===== src/rtl/pmx_pkg.sv =====
// Shared constants and carrier types of the reset-strap pin multiplexer
package pmx_pkg;

  // ====================
  // Timing
  localparam int          CLK_HZ         = 50_000_000;
  localparam int          REF_HZ         = 32_768;
  localparam int          REF_HALF_INT   = (CLK_HZ + REF_HZ) / (2 * REF_HZ);
  localparam int          DIV_W          = 10;
  localparam logic [9:0]  REF_HALF_CYC   = 10'(REF_HALF_INT);
  localparam int          SETTLE_SEC     = 3;
  localparam int          SETTLE_TICKS   = SETTLE_SEC * REF_HZ;
  localparam int          SETTLE_W       = 24;
  localparam logic [2:0]  CAPTURE_CYCLES = 3'h4;

  // ====================
  // Strap field positions
  localparam int STRAP_CLK_BIT    = 0;
  localparam int STRAP_SETTLE_BIT = 1;
  localparam int STRAP_NORMAL_BIT = 2;
  localparam int STRAP_RSVD_BIT   = 3;
  localparam int STRAP_USER_LSB   = 4;
  localparam int STRAP_W          = 16;
  localparam int USER_W           = 12;

  // ====================
  // Function select codes
  localparam logic [1:0] FSEL_GPIO = 2'h0;
  localparam logic [1:0] FSEL_FN1  = 2'h1;
  localparam logic [1:0] FSEL_FN2  = 2'h2;

  // ====================
  // Carrier types
  typedef struct packed {
    logic [7:0] out;
    logic [7:0] oe;
  } pmx_drv_t;

  typedef struct packed {
    logic [7:0] out;
    logic [7:0] oe;
    logic [7:0] pu;
    logic [7:0] pd;
  } pmx_pad_t;

  typedef struct packed {
    logic [19:0] addr;
    logic [2:0]  sel_n;
    logic        oe_n;
    logic [1:0]  we_n;
    logic        clk;
    logic        clk_en;
    logic        ras_n;
    logic        cas_n;
    logic [1:0]  dqm;
  } pmx_mem_ctl_t;

  // ====================
  // Pin states while the chip is held in reset
  localparam logic [19:0] MEM_ADDR_RST = 20'h00800;
  localparam pmx_mem_ctl_t MEM_CTL_RST = '{
    addr: MEM_ADDR_RST, sel_n: 3'h3, oe_n: 1'h1, we_n: 2'h1, clk: 1'h0,
    clk_en: 1'h1, ras_n: 1'h0, cas_n: 1'h1, dqm: 2'h0};
  localparam logic [7:0] PA_RST_PU = 8'h00;
  localparam logic [7:0] PA_RST_PD = 8'h00;
  localparam logic [7:0] PB_RST_PU = 8'h00;
  localparam logic [7:0] PB_RST_PD = 8'h00;
  localparam logic [7:0] PC_RST_PU = 8'h00;
  localparam logic [7:0] PC_RST_PD = 8'hFF;
  localparam logic [7:0] PD_RST_PU = 8'h0C;
  localparam logic [7:0] PD_RST_PD = 8'hF0;
  localparam logic [7:0] PE_RST_PU = 8'hFF;
  localparam logic [7:0] PE_RST_PD = 8'h00;
  localparam logic [7:0] PF_RST_OE = 8'h7C;
  localparam logic [7:0] PG_RST_OE = 8'h80;
  localparam logic [7:0] PIN_NONE  = 8'h00;

endpackage : pmx_pkg


===== src/rtl/pmx_sync.sv =====
// Three-stage input synchroniser with agreement filter
`timescale 1ns/1ps
module pmx_sync #(
  parameter int W = 8
) (
  input  wire logic         clock,
  input  wire logic         nrst,
  input  wire logic [W-1:0] din,
  output logic      [W-1:0] dout
);
  import pmx_pkg::*;

  // ====================
  // Stages
  logic [W-1:0] s1;
  logic [W-1:0] s2;
  logic [W-1:0] s3;
  wire  [W-1:0] differ = s2 ^ s3;

  // Only stages two and three are compared; stage one feeds stage two alone
  always_ff @(posedge clock or negedge nrst) begin
    if (!nrst) begin
      s1   <= '0;
      s2   <= '0;
      s3   <= '0;
      dout <= '0;
    end else begin
      s1   <= din;
      s2   <= s1;
      s3   <= s2;
      dout <= (s2 & ~differ) | (dout & differ);
    end
  end

endmodule : pmx_sync


===== src/rtl/pmx_pin_group.sv =====
// One group of multiplexed pads with function select and reset state
`timescale 1ns/1ps
module pmx_pin_group #(
  parameter int           W      = 8,
  parameter logic [W-1:0] RST_OUT = '0,
  parameter logic [W-1:0] RST_OE  = '0,
  parameter logic [W-1:0] RST_PU  = '0,
  parameter logic [W-1:0] RST_PD  = '0
) (
  input  wire logic         clock,
  input  wire logic         nrst,
  input  wire logic         hold,
  input  wire logic [2*W-1:0] sel,
  input  wire logic [W-1:0] f0_out,
  input  wire logic [W-1:0] f0_oe,
  input  wire logic [W-1:0] f1_out,
  input  wire logic [W-1:0] f1_oe,
  input  wire logic [W-1:0] f2_out,
  input  wire logic [W-1:0] f2_oe,
  input  wire logic [W-1:0] pad_in,
  output logic      [W-1:0] pad_out,
  output logic      [W-1:0] pad_oe,
  output logic      [W-1:0] pad_pu,
  output logic      [W-1:0] pad_pd,
  output logic      [W-1:0] in_sync
);
  import pmx_pkg::*;

  // ====================
  // Per-pin selection; code 3 falls back to the default function
  logic [W-1:0] next_out;
  logic [W-1:0] next_oe;

  for (genvar i = 0; i < W; i++) begin : g_pin
    wire [1:0] s   = sel[2*i +: 2];
    wire       is1 = (s == FSEL_FN1);                           // [RULE23]
    wire       is2 = (s == FSEL_FN2);                           // [RULE23]
    assign next_out[i] = hold ? RST_OUT[i] : is1 ? f1_out[i] : is2 ? f2_out[i] : f0_out[i];
    assign next_oe[i]  = hold ? RST_OE[i]  : is1 ? f1_oe[i]  : is2 ? f2_oe[i]  : f0_oe[i];
  end

  // ====================
  // Pad registers; pulls stay at their reset setting as weak keepers
  always_ff @(posedge clock or negedge nrst) begin
    if (!nrst) begin
      pad_out <= RST_OUT;
      pad_oe  <= RST_OE;
      pad_pu  <= RST_PU;
      pad_pd  <= RST_PD;
    end else begin
      pad_out <= next_out;
      pad_oe  <= next_oe;
      pad_pu  <= RST_PU;
      pad_pd  <= RST_PD;
    end
  end

  pmx_sync #(.W(W)) u_sync (
    .clock (clock),
    .nrst  (nrst),
    .din   (pad_in),
    .dout  (in_sync)
  );

endmodule : pmx_pin_group


===== src/rtl/pmx_top.sv =====
// Reset strap capture, reset-time pad states and pin function routing
// Functional notes
// RULE1 - Strap zero low selects 32 kHz clock mode
// RULE2 - Strap one low adds three second settle
// RULE3 - Strap two low selects normal operation
// RULE4 - Board holds strap three low
// RULE5 - Straps four to fifteen are user configuration
// RULE6 - Board never straps a test level
// RULE7 - Address pins low in reset, bit eleven high
// RULE8 - Select two low, selects one, zero high
// RULE9 - Memory strobes take fixed reset levels
// RULE10 - Memory clock pin carries 32 kHz in reset; code keeps it low while nrst is low and toggles it only in the settle wait
// RULE11 - MII transmit enable and management clock low
// RULE12 - MII inputs and management data high impedance
// RULE13 - Ports A, B, D low bits float
// RULE14 - Card pins are pulled-up inputs in reset
// RULE15 - Camera pins are pulled-down inputs in reset
// RULE16 - Memory data pins pulled-down inputs in reset
// RULE17 - Camera data defaults to port C
// RULE18 - Card strobes default to port E
// RULE19 - MII pins default to Ethernet function
// RULE20 - Port A offers UART, SPI, I2C alternates
// RULE21 - Port B carries interrupts and timer outputs
// RULE22 - Ports B, D carry upper address lines
// RULE23 - Two-bit function select per pin
// RULE24 - Straps latched at reset release, held
// RULE25 - Memory data released only after strap latch
`timescale 1ns/1ps
module pmx_top #(
  parameter int SETTLE_TICKS_P = pmx_pkg::SETTLE_TICKS
) (
  input  wire logic                   clock,
  input  wire logic                   nrst,
  // Strap results
  output logic [15:0]                 strap_value,
  output logic                        strap_latched,
  output logic                        strap_clock_mode,
  output logic                        strap_osc_settle,
  output logic                        strap_normal_op,
  output logic                        strap_reserved_three,
  output logic [11:0]                 user_config,
  output logic                        test_strap_seen,
  output logic                        sys_ready,
  // Memory controller side
  input  wire pmx_pkg::pmx_mem_ctl_t  mc_ctl,
  input  wire logic [3:0]             mc_addr_hi,
  input  wire logic [15:0]            mc_data_out,
  input  wire logic                   mc_data_oe,
  output logic [15:0]                 mc_data_in,
  // Memory pads
  output logic [19:0]                 mem_addr_bus,
  output logic                        mem_select_two_n,
  output logic                        mem_select_one_n,
  output logic                        mem_select_zero_n,
  output logic                        mem_output_en_n,
  output logic                        mem_write_strobe0_n,
  output logic                        mem_write_strobe1_n,
  output logic                        mem_clock,
  output logic                        mem_clock_enable,
  output logic                        mem_row_strobe_n,
  output logic                        mem_col_strobe_n,
  output logic                        mem_low_byte_mask,
  output logic                        mem_high_byte_mask,
  input  wire logic [15:0]            mem_data_bus_in,
  output logic [15:0]                 mem_data_bus_out,
  output logic [15:0]                 mem_data_bus_oe,
  output logic                        mem_data_bus_pd,
  // Function selects, two bits per pin
  input  wire logic [15:0]            sel_a,
  input  wire logic [15:0]            sel_b,
  input  wire logic [15:0]            sel_c,
  input  wire logic [15:0]            sel_d,
  input  wire logic [15:0]            sel_e,
  input  wire logic [15:0]            sel_f,
  input  wire logic [15:0]            sel_g,
  input  wire logic [1:0]             sel_h,
  // GPIO drives
  input  wire pmx_pkg::pmx_drv_t      gpio_a,
  input  wire pmx_pkg::pmx_drv_t      gpio_b,
  input  wire pmx_pkg::pmx_drv_t      gpio_c,
  input  wire pmx_pkg::pmx_drv_t      gpio_d,
  input  wire pmx_pkg::pmx_drv_t      gpio_e,
  input  wire pmx_pkg::pmx_drv_t      gpio_f,
  input  wire pmx_pkg::pmx_drv_t      gpio_g,
  input  wire logic [1:0]             gpio_h,
  // Peripheral drives
  input  wire logic                   uart0_tx,
  input  wire pmx_pkg::pmx_drv_t      alt2_a,
  input  wire logic [3:0]             spi_drv,
  input  wire logic [1:0]             i2c_low,
  input  wire logic                   uart0_rts_n,
  input  wire logic [2:0]             timer_out,
  input  wire pmx_pkg::pmx_drv_t      audio_b_drv,
  input  wire logic                   cam_clock_out,
  input  wire logic [1:0]             card_enable_n,
  input  wire pmx_pkg::pmx_drv_t      card_e_drv,
  input  wire pmx_pkg::pmx_drv_t      audio_e_drv,
  input  wire logic [3:0]             mii_txd,
  input  wire logic                   mii_txen,
  input  wire logic                   mii_mdc,
  input  wire logic                   mii_mdio_out,
  input  wire logic                   mii_mdio_oe,
  // Pads of the GPIO groups
  output pmx_pkg::pmx_pad_t           pad_a,
  output pmx_pkg::pmx_pad_t           pad_b,
  output pmx_pkg::pmx_pad_t           pad_c,
  output pmx_pkg::pmx_pad_t           pad_d,
  output pmx_pkg::pmx_pad_t           pad_e,
  output pmx_pkg::pmx_pad_t           pad_f,
  output pmx_pkg::pmx_pad_t           pad_g,
  output logic [3:0]                  pad_h,
  input  wire logic [7:0]             pin_a,
  input  wire logic [7:0]             pin_b,
  input  wire logic [7:0]             pin_c,
  input  wire logic [7:0]             pin_d,
  input  wire logic [7:0]             pin_e,
  input  wire logic [7:0]             pin_f,
  input  wire logic [7:0]             pin_g,
  input  wire logic                   pin_h,
  // Synchronised pin levels
  output logic [7:0]                  gp_port_a,
  output logic [7:0]                  gp_port_b,
  output logic [7:0]                  gp_port_c,
  output logic [7:0]                  gp_port_d,
  output logic [7:0]                  gp_port_e,
  output logic [7:0]                  gp_port_f,
  output logic [7:0]                  gp_port_g,
  output logic                        gp_port_h_bit0,
  output logic [8:0]                  ext_irq_in
);
  import pmx_pkg::*;

  // ====================
  // Start-up sequencer
  typedef enum logic [1:0] {ST_CAPTURE, ST_SETTLE, ST_RUN} pmx_state_t;
  pmx_state_t         state;
  pmx_state_t         next_state;
  logic [2:0]         cap_cnt;
  logic [SETTLE_W-1:0] settle_cnt;
  logic [DIV_W-1:0]   div_cnt;
  logic               ref_clk;
  logic [15:0]        md_sync;

  wire ref_half  = (div_cnt == REF_HALF_CYC - 10'h001);
  wire ref_tick  = ref_half && !ref_clk;
  wire cap_done  = (state == ST_CAPTURE) && (cap_cnt == CAPTURE_CYCLES);
  wire settle_end = (settle_cnt == SETTLE_W'(SETTLE_TICKS_P - 1));
  wire hold      = (state != ST_RUN);
  // Only strap one decides the settle wait; test-reserved levels are flagged, not obeyed
  wire wait_osc  = !md_sync[STRAP_SETTLE_BIT];                   // [RULE2]

  always_comb begin
    next_state = state;
    case (state)
      ST_CAPTURE: begin
        if (cap_done) begin
          next_state = wait_osc ? ST_SETTLE : ST_RUN;            // [RULE2]
        end
      end
      ST_SETTLE: begin
        if (ref_tick && settle_end) begin
          next_state = ST_RUN;                                   // [RULE2]
        end
      end
      default: next_state = ST_RUN;
    endcase
  end

  always_ff @(posedge clock or negedge nrst) begin
    if (!nrst) begin
      state      <= ST_CAPTURE;
      cap_cnt    <= '0;
      settle_cnt <= '0;
    end else begin
      state <= next_state;
      if (state == ST_CAPTURE) begin
        cap_cnt <= cap_cnt + 3'h1;
      end
      if (state == ST_SETTLE && ref_tick) begin
        settle_cnt <= settle_cnt + 24'h000001;
      end
    end
  end

  // ====================
  // 32 kHz reference as a divider enable
  always_ff @(posedge clock or negedge nrst) begin
    if (!nrst) begin
      div_cnt <= '0;
      ref_clk <= 1'b0;
    end else begin
      div_cnt <= ref_half ? '0 : div_cnt + 10'h001;
      if (ref_half) begin
        ref_clk <= !ref_clk;
      end
    end
  end

  // ====================
  // Strap capture from the memory data pins
  pmx_sync #(.W(STRAP_W)) u_md_sync (
    .clock (clock),
    .nrst  (nrst),
    .din   (mem_data_bus_in),
    .dout  (md_sync)
  );

  always_ff @(posedge clock or negedge nrst) begin
    if (!nrst) begin
      strap_value      <= '0;
      strap_latched    <= 1'h0;
      strap_clock_mode <= 1'h1;
      strap_osc_settle <= 1'h1;
      strap_normal_op  <= 1'h1;
    end else if (cap_done) begin
      strap_value      <= md_sync;                               // [RULE24]
      strap_latched    <= 1'h1;                                  // [RULE24]
      strap_clock_mode <= !md_sync[STRAP_CLK_BIT];               // [RULE1]
      strap_osc_settle <= !md_sync[STRAP_SETTLE_BIT];            // [RULE2]
      strap_normal_op  <= !md_sync[STRAP_NORMAL_BIT];            // [RULE3]
    end
  end

  assign strap_reserved_three = strap_value[STRAP_RSVD_BIT];     // [RULE4]
  assign user_config = strap_value[STRAP_USER_LSB +: USER_W];    // [RULE5]

  always_ff @(posedge clock or negedge nrst) begin
    if (!nrst) begin
      test_strap_seen <= 1'b0;
      sys_ready       <= 1'b0;
    end else begin
      test_strap_seen <= strap_latched && (|strap_value[STRAP_RSVD_BIT:0]); // [RULE6]
      sys_ready       <= (state == ST_RUN) && strap_normal_op;               // [RULE3]
    end
  end

  // ====================
  // Memory pads
  pmx_mem_ctl_t mem_q;
  wire pmx_mem_ctl_t next_mem = hold ? MEM_CTL_RST : mc_ctl;    // [RULE7] [RULE8] [RULE9]
  wire next_mclk = hold ? ref_clk : mc_ctl.clk;                  // [RULE10]

  always_ff @(posedge clock or negedge nrst) begin
    if (!nrst) begin
      mem_q            <= MEM_CTL_RST;
      mem_data_bus_out <= '0;
      mem_data_bus_oe  <= '0;
      mem_data_bus_pd  <= 1'b1;
    end else begin
      mem_q            <= next_mem;
      mem_q.clk        <= next_mclk;
      mem_data_bus_out <= mc_data_out;
      mem_data_bus_oe  <= (hold || !strap_latched) ? '0 : {16{mc_data_oe}}; // [RULE25]
      mem_data_bus_pd  <= hold;                                  // [RULE16]
    end
  end

  assign mem_addr_bus        = mem_q.addr;
  assign mem_select_two_n    = mem_q.sel_n[2];
  assign mem_select_one_n    = mem_q.sel_n[1];
  assign mem_select_zero_n   = mem_q.sel_n[0];
  assign mem_output_en_n     = mem_q.oe_n;
  assign mem_write_strobe0_n = mem_q.we_n[0];
  assign mem_write_strobe1_n = mem_q.we_n[1];
  assign mem_clock           = mem_q.clk;
  assign mem_clock_enable    = mem_q.clk_en;
  assign mem_row_strobe_n    = mem_q.ras_n;
  assign mem_col_strobe_n    = mem_q.cas_n;
  assign mem_low_byte_mask   = mem_q.dqm[0];
  assign mem_high_byte_mask  = mem_q.dqm[1];
  assign mc_data_in          = md_sync;

  // ====================
  // Alternate function drives
  // Open-drain I2C lines: drive low only, never high
  wire [7:0] a1_out = {2'b00, spi_drv[3], 1'b0, spi_drv[1:0], 1'b0, uart0_tx}; // [RULE20]
  wire [7:0] a1_oe  = {i2c_low, 6'b101101};                      // [RULE20]
  wire [7:0] b1_out = {mc_addr_hi[3:2], timer_out, 1'b0, uart0_rts_n, 1'b0}; // [RULE21] [RULE22]
  wire [7:0] b1_oe  = 8'hFA;                                     // [RULE21] [RULE22]
  wire [7:0] d1_out = {1'b0, cam_clock_out, 2'b00, card_enable_n, mc_addr_hi[1:0]}; // [RULE22]
  wire [7:0] d1_oe  = 8'h4F;                                     // [RULE22]
  wire [3:0] txd_rev = {mii_txd[0], mii_txd[1], mii_txd[2], mii_txd[3]}; // [RULE19]
  wire [7:0] f0_out  = {1'h0, mii_txen, txd_rev, 2'h0};          // [RULE19]
  wire [7:0] g0_out = {mii_mdc, 7'h00};                          // [RULE19]
  wire [3:0] h_pad;

  // ====================
  // Pad groups
  pmx_pin_group #(.W(8), .RST_PU(PA_RST_PU), .RST_PD(PA_RST_PD)) u_pa ( // [RULE13]
    .clock(clock), .nrst(nrst), .hold(hold), .sel(sel_a),
    .f0_out(gpio_a.out), .f0_oe(gpio_a.oe), .f1_out(a1_out), .f1_oe(a1_oe),
    .f2_out(alt2_a.out), .f2_oe(alt2_a.oe), .pad_in(pin_a),
    .pad_out(pad_a.out), .pad_oe(pad_a.oe), .pad_pu(pad_a.pu), .pad_pd(pad_a.pd),
    .in_sync(gp_port_a));

  pmx_pin_group #(.W(8), .RST_PU(PB_RST_PU), .RST_PD(PB_RST_PD)) u_pb ( // [RULE13]
    .clock(clock), .nrst(nrst), .hold(hold), .sel(sel_b),
    .f0_out(gpio_b.out), .f0_oe(gpio_b.oe), .f1_out(b1_out), .f1_oe(b1_oe),
    .f2_out(audio_b_drv.out), .f2_oe(audio_b_drv.oe), .pad_in(pin_b),
    .pad_out(pad_b.out), .pad_oe(pad_b.oe), .pad_pu(pad_b.pu), .pad_pd(pad_b.pd),
    .in_sync(gp_port_b));

  // Camera function is input only; port C stays GPIO until selected
  pmx_pin_group #(.W(8), .RST_PU(PC_RST_PU), .RST_PD(PC_RST_PD)) u_pc ( // [RULE15] [RULE17]
    .clock(clock), .nrst(nrst), .hold(hold), .sel(sel_c),
    .f0_out(gpio_c.out), .f0_oe(gpio_c.oe), .f1_out(PIN_NONE), .f1_oe(PIN_NONE),
    .f2_out(gpio_c.out), .f2_oe(gpio_c.oe), .pad_in(pin_c),
    .pad_out(pad_c.out), .pad_oe(pad_c.oe), .pad_pu(pad_c.pu), .pad_pd(pad_c.pd),
    .in_sync(gp_port_c));

  pmx_pin_group #(.W(8), .RST_PU(PD_RST_PU), .RST_PD(PD_RST_PD)) u_pd ( // [RULE13] [RULE15]
    .clock(clock), .nrst(nrst), .hold(hold), .sel(sel_d),
    .f0_out(gpio_d.out), .f0_oe(gpio_d.oe), .f1_out(d1_out), .f1_oe(d1_oe),
    .f2_out(gpio_d.out), .f2_oe(gpio_d.oe), .pad_in(pin_d),
    .pad_out(pad_d.out), .pad_oe(pad_d.oe), .pad_pu(pad_d.pu), .pad_pd(pad_d.pd),
    .in_sync(gp_port_d));

  pmx_pin_group #(.W(8), .RST_PU(PE_RST_PU), .RST_PD(PE_RST_PD)) u_pe ( // [RULE14] [RULE18]
    .clock(clock), .nrst(nrst), .hold(hold), .sel(sel_e),
    .f0_out(gpio_e.out), .f0_oe(gpio_e.oe), .f1_out(card_e_drv.out), .f1_oe(card_e_drv.oe),
    .f2_out(audio_e_drv.out), .f2_oe(audio_e_drv.oe), .pad_in(pin_e),
    .pad_out(pad_e.out), .pad_oe(pad_e.oe), .pad_pu(pad_e.pu), .pad_pd(pad_e.pd),
    .in_sync(gp_port_e));

  // MII groups: code 0 is Ethernet, GPIO is the alternate
  pmx_pin_group #(.W(8), .RST_OE(PF_RST_OE)) u_pf (              // [RULE11] [RULE12]
    .clock(clock), .nrst(nrst), .hold(hold), .sel(sel_f),
    .f0_out(f0_out), .f0_oe(PF_RST_OE), .f1_out(gpio_f.out), .f1_oe(gpio_f.oe),
    .f2_out(gpio_f.out), .f2_oe(gpio_f.oe), .pad_in(pin_f),
    .pad_out(pad_f.out), .pad_oe(pad_f.oe), .pad_pu(pad_f.pu), .pad_pd(pad_f.pd),
    .in_sync(gp_port_f));

  pmx_pin_group #(.W(8), .RST_OE(PG_RST_OE)) u_pg (              // [RULE11] [RULE12]
    .clock(clock), .nrst(nrst), .hold(hold), .sel(sel_g),
    .f0_out(g0_out), .f0_oe(PG_RST_OE), .f1_out(gpio_g.out), .f1_oe(gpio_g.oe),
    .f2_out(gpio_g.out), .f2_oe(gpio_g.oe), .pad_in(pin_g),
    .pad_out(pad_g.out), .pad_oe(pad_g.oe), .pad_pu(pad_g.pu), .pad_pd(pad_g.pd),
    .in_sync(gp_port_g));

  pmx_pin_group #(.W(1)) u_ph (                                  // [RULE12] [RULE19]
    .clock(clock), .nrst(nrst), .hold(hold), .sel(sel_h),
    .f0_out(mii_mdio_out), .f0_oe(mii_mdio_oe), .f1_out(gpio_h[0]), .f1_oe(gpio_h[1]),
    .f2_out(gpio_h[0]), .f2_oe(gpio_h[1]), .pad_in(pin_h),
    .pad_out(h_pad[0]), .pad_oe(h_pad[1]), .pad_pu(h_pad[2]), .pad_pd(h_pad[3]),
    .in_sync(gp_port_h_bit0));

  assign pad_h      = h_pad;
  assign ext_irq_in = {gp_port_d[0], gp_port_b};                 // [RULE21]

endmodule : pmx_top


===== config.mk =====
export PLATFORM = sky130hd
export DESIGN_NAME = pmx_top
export DESIGN_NICKNAME = d
export VERILOG_FILES = /design/src/rtl/pmx_pkg.sv /design/src/rtl/pmx_sync.sv /design/src/rtl/pmx_pin_group.sv /design/src/rtl/pmx_top.sv
export SDC_FILE = /design/constraint.sdc
export NUM_CORES = 1
export LEC_CHECK = 0
export BUFFER_PORTS_ARGS = -buffer_cell sky130_fd_sc_hd__buf_2
export CAP_MARGIN = 20
export CORE_AREA = 4 4 333 335
export DETAILED_ROUTE_END_ITERATION = 12
export DIE_AREA = 0 0 337 339
export GPL_ROUTABILITY_DRIVEN = 1
export SETUP_SLACK_MARGIN = 0.05
export SYNTH_ARGS = -nofsm -noshare
export SYNTH_HDL_FRONTEND = slang
export SYNTH_SLANG_ARGS = --single-unit
export TNS_END_PERCENT = 1

===== constraint.sdc =====
create_clock -name clock -period 3.18 [get_ports clock]
set_input_delay 0.318 -clock clock [delete_from_list [all_inputs] [get_ports clock]]
set_output_delay 0.318 -clock clock [all_outputs]
set_load 0.02 [all_outputs]

Word level (Yosys, flattened, before mapping)
Cells that the tools add are included.
W data, S select, Z words.
{"block": "word_totals", "ff_bits": 533, "word_cells": 563}
{"block": "op_classes", "n_addsub": 3, "n_eq_ne": 106, "n_mux": 318, "bitwise_logic": 45, "reduce_logical": 15}
{"op": "$mux W1", "count": 311}
{"op": "$eq A2 B1 Y1 const B", "count": 58}
{"op": "$and A8 B8 Y8", "count": 14}
{"op": "$eq A2 B2 Y1 const B", "count": 42}
{"op": "$not A8 Y8", "count": 7}
{"op": "$or A8 B8 Y8", "count": 7}
{"op": "$xor A8 B8 Y8", "count": 7}
{"op": "$and A16 B16 Y16", "count": 2}
{"op": "$mux W32", "count": 1}
{"op": "$add A24 B1 Y24 const B", "count": 1}
{"op": "$eq A24 B17 Y1 const B", "count": 1}
{"op": "$mux W16", "count": 1}
{"op": "$not A16 Y16", "count": 1}
{"op": "$or A16 B16 Y16", "count": 1}
{"op": "$xor A16 B16 Y16", "count": 1}
{"op": "$add A10 B1 Y10 const B", "count": 1}
{"op": "$eq A10 B10 Y1 const B", "count": 1}
{"op": "$mux W10", "count": 1}
{"op": "$logic_and A1 B1 Y1", "count": 6}
{"op": "$mux W2", "count": 3}
{"op": "$ne A2 B2 Y1 const B", "count": 3}
{"op": "$logic_not A1 Y1", "count": 5}
{"op": "$pmux W2 S2", "count": 1}
{"op": "$reduce_or A4 Y1", "count": 1}
{"op": "9 further kinds", "count": 10}

Longest topological paths before layout
{"block": "depth", "depth_word": 5, "ltp_mapped": 7, "ltp_nobuf": 7}

By module
Synthesis repeated with hierarchy kept, for this count alone.
{"block": "unflattened", "cells_unflattened": 1471, "hier_area_um2": 20048.0}
{"mod": "pmx_sync at u_pa.u_sync ...", "instances": 7, "cells_each": 40, "area_each_um2": 890.9, "seq_area_each_um2": 800.8}
{"mod": "pmx_top", "instances": 1, "cells_each": 388, "area_each_um2": 4496.8, "seq_area_each_um2": 2816.5}
{"mod": "pmx_pin_group at u_pc ...", "instances": 3, "cells_each": 101, "area_each_um2": 1039.7, "seq_area_each_um2": 400.4}
{"mod": "pmx_pin_group at u_pa ...", "instances": 2, "cells_each": 100, "area_each_um2": 1036.0, "seq_area_each_um2": 400.4}
{"mod": "pmx_sync at u_md_sync", "instances": 1, "cells_each": 80, "area_each_um2": 1781.7, "seq_area_each_um2": 1601.5}
{"mod": "pmx_pin_group at u_pf", "instances": 1, "cells_each": 100, "area_each_um2": 1053.5, "seq_area_each_um2": 406.6}
{"mod": "pmx_pin_group at u_pg", "instances": 1, "cells_each": 101, "area_each_um2": 1043.5, "seq_area_each_um2": 401.6}
{"mod": "pmx_pin_group at u_ph", "instances": 1, "cells_each": 14, "area_each_um2": 133.9, "seq_area_each_um2": 50.0}
{"mod": "pmx_sync at u_ph.u_sync", "instances": 1, "cells_each": 5, "area_each_um2": 111.4, "seq_area_each_um2": 100.1}

Worst setup path before layout
No wires, ideal clock.
{"block": "synth_timing", "path_kind": "register -> register", "startpoint": "reg div_cnt[0]", "endpoint": "reg settle_cnt[18]", "setup_time_ns": 0.123, "arrival_time_ns": 1.749, "required_ns": 3.057, "setup_slack_ns": 1.308, "path_stages_with_launch": 8, "path_buffers": 0, "synth_period_minus_slack_ns": 1.872, "path_cell_list": "dfrtp_1 inv_1 ha_1 nand4b_1 nor4_4 and3_4 nand4_1 xnor2_1"}
{"block": "synth_between", "elab_chain_cells": 3}
{"element": "start, declared", "line": "pmx_top.sv:140", "text": "logic [DIV_W-1:0] div_cnt;"}
{"element": "start signal, assigned", "line": "pmx_top.sv:192", "text": "div_cnt <= ref_half ? '0 : div_cnt + 10'h001;"}
{"element": "$eq A10 B10 Y1", "line": "pmx_top.sv:144", "text": "wire ref_half = (div_cnt == REF_HALF_CYC - 10'h001);"}
{"element": "$logic_and A1 B1 Y1", "line": "pmx_top.sv:145", "text": "wire ref_tick = ref_half && !ref_clk;"}
{"element": "$logic_and A1 B1 Y1", "line": "pmx_top.sv:179", "text": "if (state == ST_SETTLE && ref_tick) begin"}
{"element": "end signal, assigned", "line": "pmx_top.sv:180", "text": "settle_cnt <= settle_cnt + 24'h000001;"}
{"element": "end, declared", "line": "pmx_top.sv:139", "text": "logic [SETTLE_W-1:0] settle_cnt;"}
No other way between the ends.
A chain may end at the register's enable or synchronous reset.

Worst setup path after layout
{"block": "layout_timing", "startpoint": "reg state[1]", "endpoint": "reg u_pd.pad_oe[7]"}
{"block": "layout_between", "elab_chain_cells": 2}
{"element": "start, declared", "line": "pmx_top.sv:136", "text": "pmx_state_t state;"}
{"element": "start signal, assigned", "line": "pmx_top.sv:175", "text": "state <= next_state;"}
{"element": "$ne A2 B2 Y1", "line": "pmx_top.sv:148", "text": "wire hold = (state != ST_RUN);"}
{"element": "$mux W1", "line": "pmx_pin_group.sv:39", "text": "assign next_oe[i] = hold ? RST_OE[i] : is1 ? f1_oe[i] : is2 ? f2_oe[i] : f0_oe[i];"}
{"element": "via u_pd.next_oe[7]", "line": "pmx_pin_group.sv:32", "text": "logic [W-1:0] next_oe;"}
{"element": "end signal, assigned", "line": "pmx_pin_group.sv:52", "text": "pad_oe <= next_oe;"}
{"element": "end, declared", "line": "pmx_pin_group.sv:22", "text": "output logic [W-1:0] pad_oe,"}
The timed path passes the listed nets, and every way through them passes these cells.

==> results.md <==
* Worst Hold Class: in2reg
* IO Pins at 852
* Clock Latency Late Sink at 640 ps
* First-pass GRT wire length at 104,000 um
* Vias in the first global route at 14,400
* Final TNS setup at 0 ps
* PD cells at 633 nW/um^2
* Net Sw Frac at 29.6%
* Max frequency at 0.459 GHz
* Hold Fails Final Rpt at 0
* Seq/Total Area, Yosys at between 70 and 80%
* Average via count per standard cell at 3.57
* Mapped Cells at around 1,300
* Pin count of the biggest net entering global routing at 86
* Clk sinks at between 500 and 600
* Die Height at 339 um
* Hold EP: u_pa.pad_oe[5]
* Postcts setup bufs at 0
* Slew Viols, Final at 0
* Routed WL per cell at approximately 19 um
* Die area at ~110,000 um^2
* Row count at approximately 120
* Clock Tree Root: clkbuf_16
* CORE AREA at 108,000 um^2
* Routed Antenna Nets at 0
* Tmin final at around 2200 ps
* Final Cell Area at 28,600 um^2
* Crit end category: flip-flop
* Max-cap check violation count at 0
* WL final at between 70,000 and 80,000 um
* Dpl hpwl at 60,200 um
* GRT overflow at 0
* RR Startpoint: state[1]
* Skew final at between 20 and 25 ps
* Commonest non-fill, non-tap cell in the layout: buf_2
* Worst Reg-to-Reg Cells at 6
* CTS tree: yes
* Area delta synth->final at 54.8%
* Starting Density at 17.1%
* Clk pwr share at 39.2%
* Antenna violations before repair at 68
* Total GRT Usage at 12.7%
* Required @ worst endpoint at about 3700 ps
* DRT Pass-1 Iters at 5
* Logic gate share of total power at 18.6%
* Max_slew headroom at 52.2%
* CP Launch Point: state[1]
* CP max-delay cell: dlygate4sd3_1
* Crit path kind: reg2reg
* Leak at approximately 14 nW
* Worst EP arrival at 2700 ps
* Worst-path cell chain: nor2b_4 -> inv_4 -> buf_4 -> a21oi_1 -> and2_1 -> dlygate4sd3_1
* R2r endpoint: u_pd.pad_oe[7]
* Hold Path Origin: alt2_a[5]
* Synthesized area per cell at 14.1 um^2
* Crit path max fanout at 25
* Final core occ at 26.4%
* Mapped cell area at roughly 18,000 um^2
* Final worst path period share at 68.5%
* Pint at 12.7 mW
* Resized Gates After CTS at 0
* Hold Path Stages at 4
* Outcome: finished clean
* RSZ-0062 raised after global routing: no
* Commonest cells after routing, fill and taps aside: 735 x buf_2, 501 x dfrtp_1, 297 x dlygate4sd3_1, 114 x conb_1, 77 x nor2_1
* Ys Warns at 0
* Synth unique cells at 44
* Net Sw Power at 5.36 mW
* Setup slack, reg-to-reg at 1000 ps
* Port bufs at 736
* CP max stage delay at 540 ps
* Worst-path clk slew at around 60 ps
* Clock buffer depth at 3
* Final #Nets at around 2,800
* RD Place Congestion at 0.906
* Slew @ Worst Pin at 712 ps
* Seq pwr share at ~42%
* Dpl cell area at 23,500 um^2
* Setup violations, final at 0
* Flop and latch count out of synthesis at 518
* H-tree level count at 2
* # DRC at 0
* Ratio of cells with drive above 1 in the final layout at 37.6%
* Die Span X at approximately 340 um
* Maximum VDD drop at 0.478 mV
* 1st-iter DRT viols at 578
* Num CTS Buffers at 60
* Hold_buf cts at 297
* Critical Path Source Type: flip-flop
* Vias at 13,800
* Hold WS at between 60 and 70 ps
-- final cells by class --
cell class	count	area [um^2]
diodes	26	65.1
clock inverters	31	382
well taps	1414	1770
clock buffers	82	1680
fillers	11300	79500
inverters	17	66.3
multi-input cells	720	4630
flip-flops and latches	518	13000
repair buffers	1066	7000
-- cells in the mapped netlist --
library cell / number / area share [%]
nor4_4: 1 / 0.12
nor4b_1: 1 / 0.047
o22ai_1: 10 / 0.34
a21oi_1: 12 / 0.33
buf_4: 153 / 6.2
nand4_1: 7 / 0.24
nor2b_1: 34 / 1.2
clkbuf_1: 16 / 0.33
o32ai_1: 1 / 0.047
or3b_4: 1 / 0.061
nor4_1: 2 / 0.068
xor2_1: 13 / 0.62
dfrtp_1: 501 / 68
nor2_1: 77 / 1.6
xnor2_1: 35 / 1.7
nand2b_1: 11 / 0.37
nand2_1: 76 / 1.5
and4b_1: 1 / 0.054
a211o_1: 1 / 0.047
o41a_1: 1 / 0.061
buf_1: 1 / 0.020
a31oi_1: 1 / 0.034
ha_1: 5 / 0.34
conb_1: 2 / 0.041
nand3_1: 13 / 0.35
or3_1: 6 / 0.20
nand3b_1: 1 / 0.041
o31ai_1: 1 / 0.041
and4_1: 4 / 0.19
o21ai_0: 8 / 0.22
mux2i_1: 41 / 2.2
inv_1: 17 / 0.35
a22oi_1: 10 / 0.41
nand3_2: 1 / 0.054
dfstp_2: 17 / 2.4
nand4b_1: 1 / 0.047
and2_1: 68 / 2.3
nor3_1: 2 / 0.054
and3_4: 1 / 0.061
a211oi_1: 56 / 2.3
and3_1: 7 / 0.24
nor3_2: 2 / 0.11
mux2_2: 21 / 1.3
maj3_1: 73 / 4.0
-- power groups by stage --
stage | Combinational (mW) | Clock [mW] | Sequential (mW)
global placement | 2.99 | 0 | 7.74
detailed placement | 3.02 | 0 | 7.75
global route | 3.63 | 7.68 | 7.71
finish | 3.37 | 7.10 | 7.63
floorplan | 1.11 | 0 | 8.30
CTS | 3.42 | 7.39 | 7.64
-- per-stage QoR --
stage / total power, mW / setup slack, ps / instances
2_1_floorplan: 9.41 / 1310 / 1425
3_3_place_gp: 10.7 / 1000 / 3438
3_5_place_dp: 10.8 / 992 / 3438
4_1_cts: 18.5 / 956 / 3848
5_1_grt: 19.0 / 787 / 3851
6_report: 18.1 / 1000 / 3874
-- cell families (layout without fill, tap and decap cells) --
group / count (synthesis) / after routing / share of synthesized area, %
buf+inv: 187 / 1196 / 6.91
other cells: 2 / 140 / 0.0407
mux: 62 / 62 / 3.50
compound gates: 101 / 101 / 3.79
simple gates: 317 / 317 / 8.87
flops: 518 / 518 / 70.3
fa+ha+maj: 78 / 78 / 4.30
xor+xnor: 48 / 48 / 2.28
-- how the worst max path moves through the flow --
stage,end,slack [ps],cells past startpoint
floorplan,settle_cnt[18],1310,7
global placement,settle_cnt[18],1000,7
detailed placement,settle_cnt[18],990,7
CTS,u_pd.pad_oe[7],960,6
global route,settle_cnt[23],790,7
finish,u_pd.pad_oe[7],1000,6
-- critical path: cells and delay by family (launching register included) --
| kind | cells | cell delay (ps) |
|---|---|---|
| buffers and inverters | 3 | 1260 |
| flip-flops | 1 | 420 |
| AND/OR/NAND/NOR | 2 | 300 |
| AO/OA/AOI/OAI | 1 | 70 |
-- metal layers --
layer	track usage, %	share of wire (%)	vias to the layer above
li1	-	-	6337
met1	15.6	41	6681
met2	21.1	47	657
met3	4.88	9.5	157
met4	3.09	2.7	12
met5	0	0.092	-
Power figures use the tool's default switching activity.
